**config.mk**
```make
export PLATFORM = sky130hd
export DESIGN_NAME = lps_power_ctrl
export DESIGN_NICKNAME = d
export VERILOG_FILES = /design/src/include/lps_pkg.sv /design/src/design/lps_bank_tracker.sv /design/src/design/lps_power_ctrl.sv
export VERILOG_INCLUDE_DIRS = /design/src /design/src/include
export SDC_FILE = /design/constraint.sdc
export NUM_CORES = 1
export LEC_CHECK = 0
export BUFFER_PORTS_ARGS = -buffer_cell sky130_fd_sc_hd__buf_2
export CORE_ASPECT_RATIO = 1.75
export CORE_MARGIN = 2
export CORE_UTILIZATION = 33
export CTS_BUF_LIST = sky130_fd_sc_hd__clkbuf_4
export DETAILED_ROUTE_END_ITERATION = 6
export GPL_ROUTABILITY_DRIVEN = 0
export SYNTH_ARGS = -nofsm -noshare
export SYNTH_HDL_FRONTEND = slang
export SYNTH_SLANG_ARGS = --single-unit
```
**constraint.sdc**
```tcl
create_clock -name clk -period 2.2 [get_ports clk]
set_clock_uncertainty 0.05 [all_clocks]
set_input_delay 0.11 -clock clk [delete_from_list [all_inputs] [get_ports clk]]
set_output_delay 0.11 -clock clk [all_outputs]
set_load 0.03 [all_outputs]
```
**src/include/lps_map.svh**
```systemverilog
`ifndef LPS_MAP_SVH
`define LPS_MAP_SVH
// Timing figures in ns, converted to cycles at the 10 ns clock
`define LPS_CLK_PERIOD_NS 10
`define LPS_CKE_MIN_LEVEL_NS 15
`define LPS_PD_EXIT_LATENCY_NS 15
`define LPS_CKE_MIN_LEVEL_CYC ((`LPS_CKE_MIN_LEVEL_NS + `LPS_CLK_PERIOD_NS - 1) / `LPS_CLK_PERIOD_NS)
`define LPS_PD_EXIT_CYC ((`LPS_PD_EXIT_LATENCY_NS + `LPS_CLK_PERIOD_NS - 1) / `LPS_CLK_PERIOD_NS)
// Command encodings on the first three command/address bits
`define LPS_CA_NOP 3'b111
`define LPS_CA_DPD 3'b011
`define LPS_CA_ACT_MASK 3'b010
`define LPS_BANKS 8
`define LPS_INIT_CYC 16
// Controller quiet time before enable may drop after a row or mode command; plain choice
`define LPS_CKE_HOLD_CYC 2
// Calibration quiet period driven by the controller model; plain choice
`define LPS_CAL_CYC 4
`endif

```
**src/include/lps_pkg.sv**
```systemverilog
package lps_pkg;
  // Power state of the device
  typedef enum logic [2:0] {
    LPS_ACTIVE,
    LPS_PD_IDLE,
    LPS_PD_ACTIVE,
    LPS_PD_EXIT,
    LPS_DEEP_SLEEP,
    LPS_INIT
  } lps_state_t;

  // Sampled command pins
  typedef struct packed {
    logic cke;
    logic cs_n;
    logic [2:0] ca;
  } lps_cmd_t;

  // Buffer enables seen by the rest of the device
  typedef struct packed {
    logic in_buf_en;
    logic out_buf_en;
    logic core_pwr_en;
    logic array_valid;
  } lps_buf_t;
endpackage : lps_pkg

```
**src/design/lps_bank_tracker.sv**
```systemverilog
`timescale 1ns/1ps
`include "lps_map.svh"
// Open-row flags, one per bank
module lps_bank_tracker #(
  parameter int NUM_BANKS = `LPS_BANKS
) (
  input wire logic clk,
  input wire logic rst,
  input wire logic clear_all,
  input wire logic open_v,
  input wire logic close_v,
  input wire logic close_all,
  input wire logic [$clog2(NUM_BANKS)-1:0] bank,
  output logic any_open_q
);
  logic [NUM_BANKS-1:0] open_q;
  logic [NUM_BANKS-1:0] open_d;

  // Elaboration guard: a single bank leaves no bank address to decode
  if (NUM_BANKS < 2)
  begin : g_bad_banks
    $error("lps_bank_tracker: NUM_BANKS must be at least 2");
  end

  // One flag per bank; clear wins over open for deep sleep loss
  for (genvar g = 0; g < NUM_BANKS; g++)
  begin : g_bank
    assign open_d[g] = (clear_all || close_all || (close_v && bank == g)) ? 1'b0 :
      ((open_v && bank == g) ? 1'b1 : open_q[g]);
    always_ff @(posedge clk or posedge rst)
    begin
      if (rst)
        open_q[g] <= 1'b0;
      else
        open_q[g] <= open_d[g];
    end
  end

  // Summary built from the next flags, so a row opened one edge before entry already counts
  always_ff @(posedge clk or posedge rst)
  begin
    if (rst)
      any_open_q <= 1'b0;
    else
      any_open_q <= |open_d;
  end
endmodule : lps_bank_tracker

```
**src/design/lps_power_ctrl.sv**
```systemverilog
`timescale 1ns/1ps
`include "lps_map.svh"
// Notes on behaviour
// RL1: During calibration controller sends only NOPs and keeps clock enable high.
// RL2: All data bus drivers float for the whole calibration interval.
// RL3: Shared calibration resistor: controller never overlaps device calibrations.
// RL4: Enable low with select high enters power-down; next cycle is a NOP.
// RL5: Enable may not drop during reads, writes or mode register accesses.
// RL6: Power-down is idle if all banks idle, else active.
// RL7: Power-down gates all buffers but clock and enable; enable low minimum time.
// RL8: No refresh in power-down; controller exits early enough.
// RL9: Exit raises enable with select high, then holds it the minimum time.
// RL10: Commands accepted only after exit latency following enable rising.
// RL11: Clock may change in power-down; two stable cycles before exit.
// RL12: After reads, enable stays high until the burst and strobe delay end.
// RL13: After writes, enable low waits write latency, burst and recovery.
// RL14: After auto-precharge writes, one further recovery cycle is added.
// RL15: After refresh, activate, precharge wait hold time before enable low.
// RL16: After mode register write wait its period before enable low.
// RL17: Enable low, select low, pattern 011 enters deep sleep; next is NOP.
// RL18: Deep sleep loses array, disables inputs except enable, outputs, core power.
// RL19: Deep sleep exit needs stable clock, setup time, then full initialization.
// RL20: Clock change only with rows settled and at most refresh pending.
// RL21: Keep clock two cycles after enable falls, two good cycles before rise.
// RL22: NOP needs steady enable; select high or select low with 111.
// RL23: After deep sleep exit, only reset and initialization commands are obeyed.
module lps_power_ctrl
  import lps_pkg::*;
#(
  parameter int NUM_BANKS = `LPS_BANKS,
  parameter int INIT_CYC = `LPS_INIT_CYC
) (
  input wire logic clk,
  input wire logic rst,
  input wire lps_pkg::lps_cmd_t cmd_in,
  input wire logic act_v,
  input wire logic pre_v,
  input wire logic pre_all_v,
  input wire logic [$clog2(NUM_BANKS)-1:0] bank,
  input wire logic init_cmd_v,
  output lps_pkg::lps_state_t state_q,
  output lps_pkg::lps_buf_t bufs_q,
  output logic cmd_accept_q,
  output logic nop_seen_q,
  output logic idle_pd_q
);
  import lps_pkg::*;

  localparam int CKE_CYC = `LPS_CKE_MIN_LEVEL_CYC;
  localparam int XP_CYC = `LPS_PD_EXIT_CYC;
  localparam int CW = $clog2(INIT_CYC + CKE_CYC + XP_CYC + 2);

  // Elaboration guard: a zero wait would let deep sleep exit skip the initialization wait
  if (INIT_CYC < 1)
  begin : g_bad_init
    $error("lps_power_ctrl: INIT_CYC must be positive");
  end

  // ****************************************
  // Command decode
  // ****************************************
  function automatic logic is_nop(input lps_cmd_t c);
    is_nop = c.cs_n || (c.ca == `LPS_CA_NOP); // RL22
  endfunction : is_nop

  logic cke_prev_q;
  lps_state_t state_d;
  logic [CW-1:0] cnt_q, cnt_d;
  logic any_open;
  wire cke_fall = cke_prev_q && !cmd_in.cke;
  wire cke_rise = !cke_prev_q && cmd_in.cke;
  wire pd_entry = cke_fall && cmd_in.cs_n; // RL4
  wire dpd_entry = cke_fall && !cmd_in.cs_n && cmd_in.ca == `LPS_CA_DPD; // RL17
  wire steady_nop = (cke_prev_q == cmd_in.cke) && is_nop(cmd_in); // RL22
  wire cnt_done = (cnt_q == '0);
  // Row commands are obeyed only in ACTIVE; there is no refresh input, so power-down never refreshes
  wire live = (state_q == LPS_ACTIVE); // RL8

  // Bank tracking; opens and closes gated off whenever the state is not ACTIVE, the deep sleep clear is not
  lps_bank_tracker #(
    .NUM_BANKS(NUM_BANKS)
  ) u_banks (
    .clk(clk),
    .rst(rst),
    .clear_all(dpd_entry), // RL18
    .open_v(act_v && live),
    .close_v(pre_v && live),
    .close_all(pre_all_v && live),
    .bank(bank),
    .any_open_q(any_open)
  );

  // ****************************************
  // Power state machine
  // ****************************************
  always_comb
  begin
    state_d = state_q;
    cnt_d = (cnt_q != '0) ? cnt_q - 1'b1 : cnt_q;
    case (state_q)
      LPS_ACTIVE:
      begin
        if (dpd_entry)
          state_d = LPS_DEEP_SLEEP; // RL17
        else if (pd_entry)
        begin
          state_d = any_open ? LPS_PD_ACTIVE : LPS_PD_IDLE; // RL6
          cnt_d = CW'(CKE_CYC);
        end
      end
      LPS_PD_IDLE, LPS_PD_ACTIVE:
      begin
        // Enable rising before the minimum low time is a controller fault; still honoured
        if (cke_rise)
        begin
          state_d = LPS_PD_EXIT; // RL9
          cnt_d = CW'(XP_CYC);
        end
      end
      LPS_PD_EXIT:
      begin
        if (cnt_done)
          state_d = LPS_ACTIVE; // RL10
      end
      LPS_DEEP_SLEEP:
      begin
        if (cke_rise)
        begin
          state_d = LPS_INIT; // RL19
          cnt_d = CW'(INIT_CYC);
        end
      end
      LPS_INIT:
      begin
        // Only the init sequence advances; other commands are dropped
        if (cnt_done && init_cmd_v)
          state_d = LPS_ACTIVE; // RL23
      end
      default:
        state_d = LPS_ACTIVE;
    endcase
  end

  always_ff @(posedge clk or posedge rst)
  begin
    if (rst)
    begin
      state_q <= LPS_ACTIVE;
      cnt_q <= '0;
      cke_prev_q <= 1'b1;
    end
    else
    begin
      state_q <= state_d;
      cnt_q <= cnt_d;
      cke_prev_q <= cmd_in.cke;
    end
  end

  // ****************************************
  // Outputs
  // ****************************************
  wire pd_d = (state_d == LPS_PD_IDLE) || (state_d == LPS_PD_ACTIVE);
  wire dpd_d = (state_d == LPS_DEEP_SLEEP);
  always_ff @(posedge clk or posedge rst)
  begin
    if (rst)
    begin
      bufs_q <= '{1'b1, 1'b1, 1'b1, 1'b1};
      cmd_accept_q <= 1'b1;
      nop_seen_q <= 1'b0;
      idle_pd_q <= 1'b0;
    end
    else
    begin
      bufs_q.in_buf_en <= !(pd_d || dpd_d); // RL7
      bufs_q.out_buf_en <= !(pd_d || dpd_d); // RL7
      bufs_q.core_pwr_en <= !dpd_d; // RL18
      // Array stays lost until init completes
      bufs_q.array_valid <= dpd_d ? 1'b0 : (bufs_q.array_valid || state_d == LPS_ACTIVE && state_q == LPS_INIT);
      cmd_accept_q <= (state_d == LPS_ACTIVE); // RL10
      nop_seen_q <= steady_nop && live;
      idle_pd_q <= (state_d == LPS_PD_IDLE); // RL6
    end
  end
endmodule : lps_power_ctrl

```
==> flow_summary_export.csv <==
group,metric,value,unit
timing,hold_viol_final,0,
grt,grt_pass1_wl,4.809,mm
timing,whs,0.02268,ns
routing,drt_pass1_iterations,4,
worst_setup_path,max_stage_delay,0.42,ns
yosys,syn_avg_cell_area,10.58,µm²
timing,period_needed,2.049,ns
final_layout,final_util,39.35,%
clocking,clk_pin_slew_worst_paths,0.13,ns
timing,fmax,0.4880,GHz
final_layout,drive_gt1_share,34.00,%
yosys,synth.most_common_cell,"dfrtp_1",
yosys,synth_warnings,0,
yosys,synth_compound_area_share,21.38,%
yosys,synthesis.instances,125,
worst_setup_path,worstSetupPathType,"reg2reg",
clocking,cts_tree,"done",
grt,grt_usage,13.97,%
die,start_util,34.21,%
final_layout,final_nets,169,
clocking,cts_buffers,3,
power,peakVddDrop,0.6112,mV
clocking,htreeDepth,1,
yosys,async_flop_share,100.0,%
die,fp.dieArea,4550,µm²
timing,final.setup.tns,0,ns
die,die_x,51.86,µm
power,power.density,1169,nW/µm²
grt,grt-ovfl-total,0,
worst_setup_path,cp.arrival,2.23,ns
worst_setup_path,crit_buf_inv,1,
yosys,ys.flop_type,"dfrtp_1",
yosys,synth.top_cell.area_share,35.95,%
die,die_y,87.75,µm
timing,relSlewSlack,60.67,%
worst_setup_path,crit_family,"compound AO/OA/AOI/OAI gates",
grt,grt_pass1_vias,1084,
yosys,synth_mux_area_share,0,%
yosys,syn-cell-area,1323,µm²
timing,grt_setup_unrepaired,"no",
power,p_leak,0.6468,nW
yosys,synth-seq-cells,24,
routing,wire_per_inst,14.44,µm
clocking,clkLatencyLatePin,0.31,ns
routing,drtIter0Drc,24,
timing,worst_slew_pin_slew,0.5900,ns
place,dpl.hpwl,2.291,mm
clocking,cts.sinks,24,
yosys,ys_types,44,
die,core_area,3866,µm²
routing,vias_per_cell,5.308,
yosys,seq_area_frac_synth,45.88,%
yosys,synth_nets,143,
place,port_buffers,23,
yosys,synthSimpleGateAreaFrac,21.29,%
worst_setup_path,endpoint_kind,"flip-flop",
grt,antenna_found_initial,0,
yosys,yosys.area_share.adder,3.784,%
clocking,cts_buffer_depth,2,
worst_setup_path,start_kind,"flip-flop",
worst_setup_path,critPathMaxFanout,4,
final_layout,fin_cells,198,
final_layout,area_growth,15.04,%
worst_setup_path,path_cells,"inv_1 -> ha_1 -> nor4b_2 -> a31oi_1 -> o21a_2 -> and2_4 -> a211oi_2",
routing,vias,1051,
place,dpl.cell_count,191,
worst_setup_path,cpMaxStageDelayCell,"nor4b_2",
worst_setup_path,cp.required,2.39,ns
grt,grt_max_degree,25,
routing,wirelength,2.859,mm
die,rows,30,
yosys,synth-xor-area-share,1.325,%
final_layout,num_antenna_cells,0,
yosys,synth.area.top_cells,"dfrtp_1, dfstp_2, a31oi_1, ha_1, a211oi_1",
power,power,1.779,mW
yosys,synthTopCellsByCount,"dfrtp_1, nand2_1, a31oi_1, nor2_1, inv_1",
yosys,yosys.area.top_type,"dfrtp_1",
flow_run,maxCapViolCount,0,
die,num_io_pins,24,
run_status,status,"completed",
hold_path,hp-class,"in2reg",
yosys,synth_top_family_by_area,"compound AO/OA/AOI/OAI gates",
worst_setup_path,rrSetupSlack,0.15,ns
routing,drc,0,
yosys,synth_edf_count,0,
clocking,root_buffer,"clkbuf_4",
timing,setup_viol,0,
timing,maxSlewViolCount,0,
routing,postRouteAntennaNets,0,
timing,layout_worst_path_cycle_share,93.15,%
worst reg2reg max path, delay by kind of cell, from the launching register on:
| kind | cells | cell delay [ns] |
|---|---|---|
| adder cells (fa/ha/maj) | 1 | 0.19 |
| buffers and inverters | 1 | 0.12 |
| AO/OA/AOI/OAI | 3 | 0.61 |
| flip-flops | 1 | 0.41 |
| AND/OR/NAND/NOR | 2 | 0.60 |
power by group:
part	leakage, nW	total (mW)	switching [mW]	internal (mW)
Clock	0.0154	0.194	0.128	0.0662
Combinational	0.334	0.814	0.480	0.335
Sequential	0.297	0.770	0.159	0.611
Total	0.647	1.78	0.767	1.01
placed cells by master (no fill, tap or decap), types with 2 or more instances in the layout:
cell,n
nor2b_1,2
a31oi_1,9
buf_2,23
xnor2_1,2
ha_1,4
inv_1,8
nand2_1,10
dfrtp_1,19
nand3_1,3
a21oi_1,3
nor3_1,4
nor4_1,2
dlygate4sd3_1,3
nor2_1,9
dfstp_2,5
a211oi_1,6
clkbuf_4,3
nor3_2,3
a41oi_1,3
and2_4,2
inv_2,2
area by class of cell:
class	count	area, µm²
flip-flops and latches	24	606.8
multi-input cells	85	638.1
clock buffers	3	22.52
repair buffers	27	152.6
clock inverters	1	3.754
inverters	10	37.54
fillers	391	2345
well taps	48	60.06
state kept, by name (all words and copies together), names as in the netlist:
name	count
bufs_q	3
cke_prev_q	1
cmd_accept_q	1
cnt_q	5
idle_pd_q	1
nop_seen_q	1
state_q	3
u_banks.any_open_q	1
u_banks.open_q	8
per-layer routing:
| layer | share of wire [%] | vias to the layer above | routed length [µm] | global-route usage [%] |
|---|---|---|---|---|
| li1 | - | 517 | - | - |
| met1 | 36 | 513 | 1033 | 14.77 |
| met2 | 61 | 19 | 1743 | 27.04 |
| met3 | 2.3 | 2 | 67 | 1.536 |
| met4 | 0.49 | 0 | 14 | 5.263 |
| met5 | 0 | - | 0 | 0 |
kinds of logic after synthesis:
group	count (synthesis)
fa+ha+maj	4
flops	24
simple gates	43
xor+xnor	2
buf+inv	16
compound gates	36
worst paths after layout:
path	startpoint	to	depth (start not counted)
max in group asynchronous	rst	bufs_q[2]	4
min reg2reg	bufs_q[0]	bufs_q[0]	2
max	cnt_q[0]	bufs_q[2]	7
min in group asynchronous	rst	u_banks.open_q[0]	4
min	cmd_in[0]	nop_seen_q	3
max reg2reg	cnt_q[0]	bufs_q[2]	7
stage by stage:
stage,worst slack (ns),cell area [µm²]
CTS,0.1777,1521
floorplan,0.3694,1323
detailed placement,0.007491,1459
global placement,0.1089,1459
finish,0.1507,1521
global route,0.02027,1521
repair_timing:
action / CTS / global route
endpoints found under the hold margin: 21 / 0
setup buffers: 0 / 0
resized for setup: 1 / 0
setup endpoints to repair: 1 / 0
hold buffers: 3 / 0
Note: power is estimated with default switching activity, not from simulation.
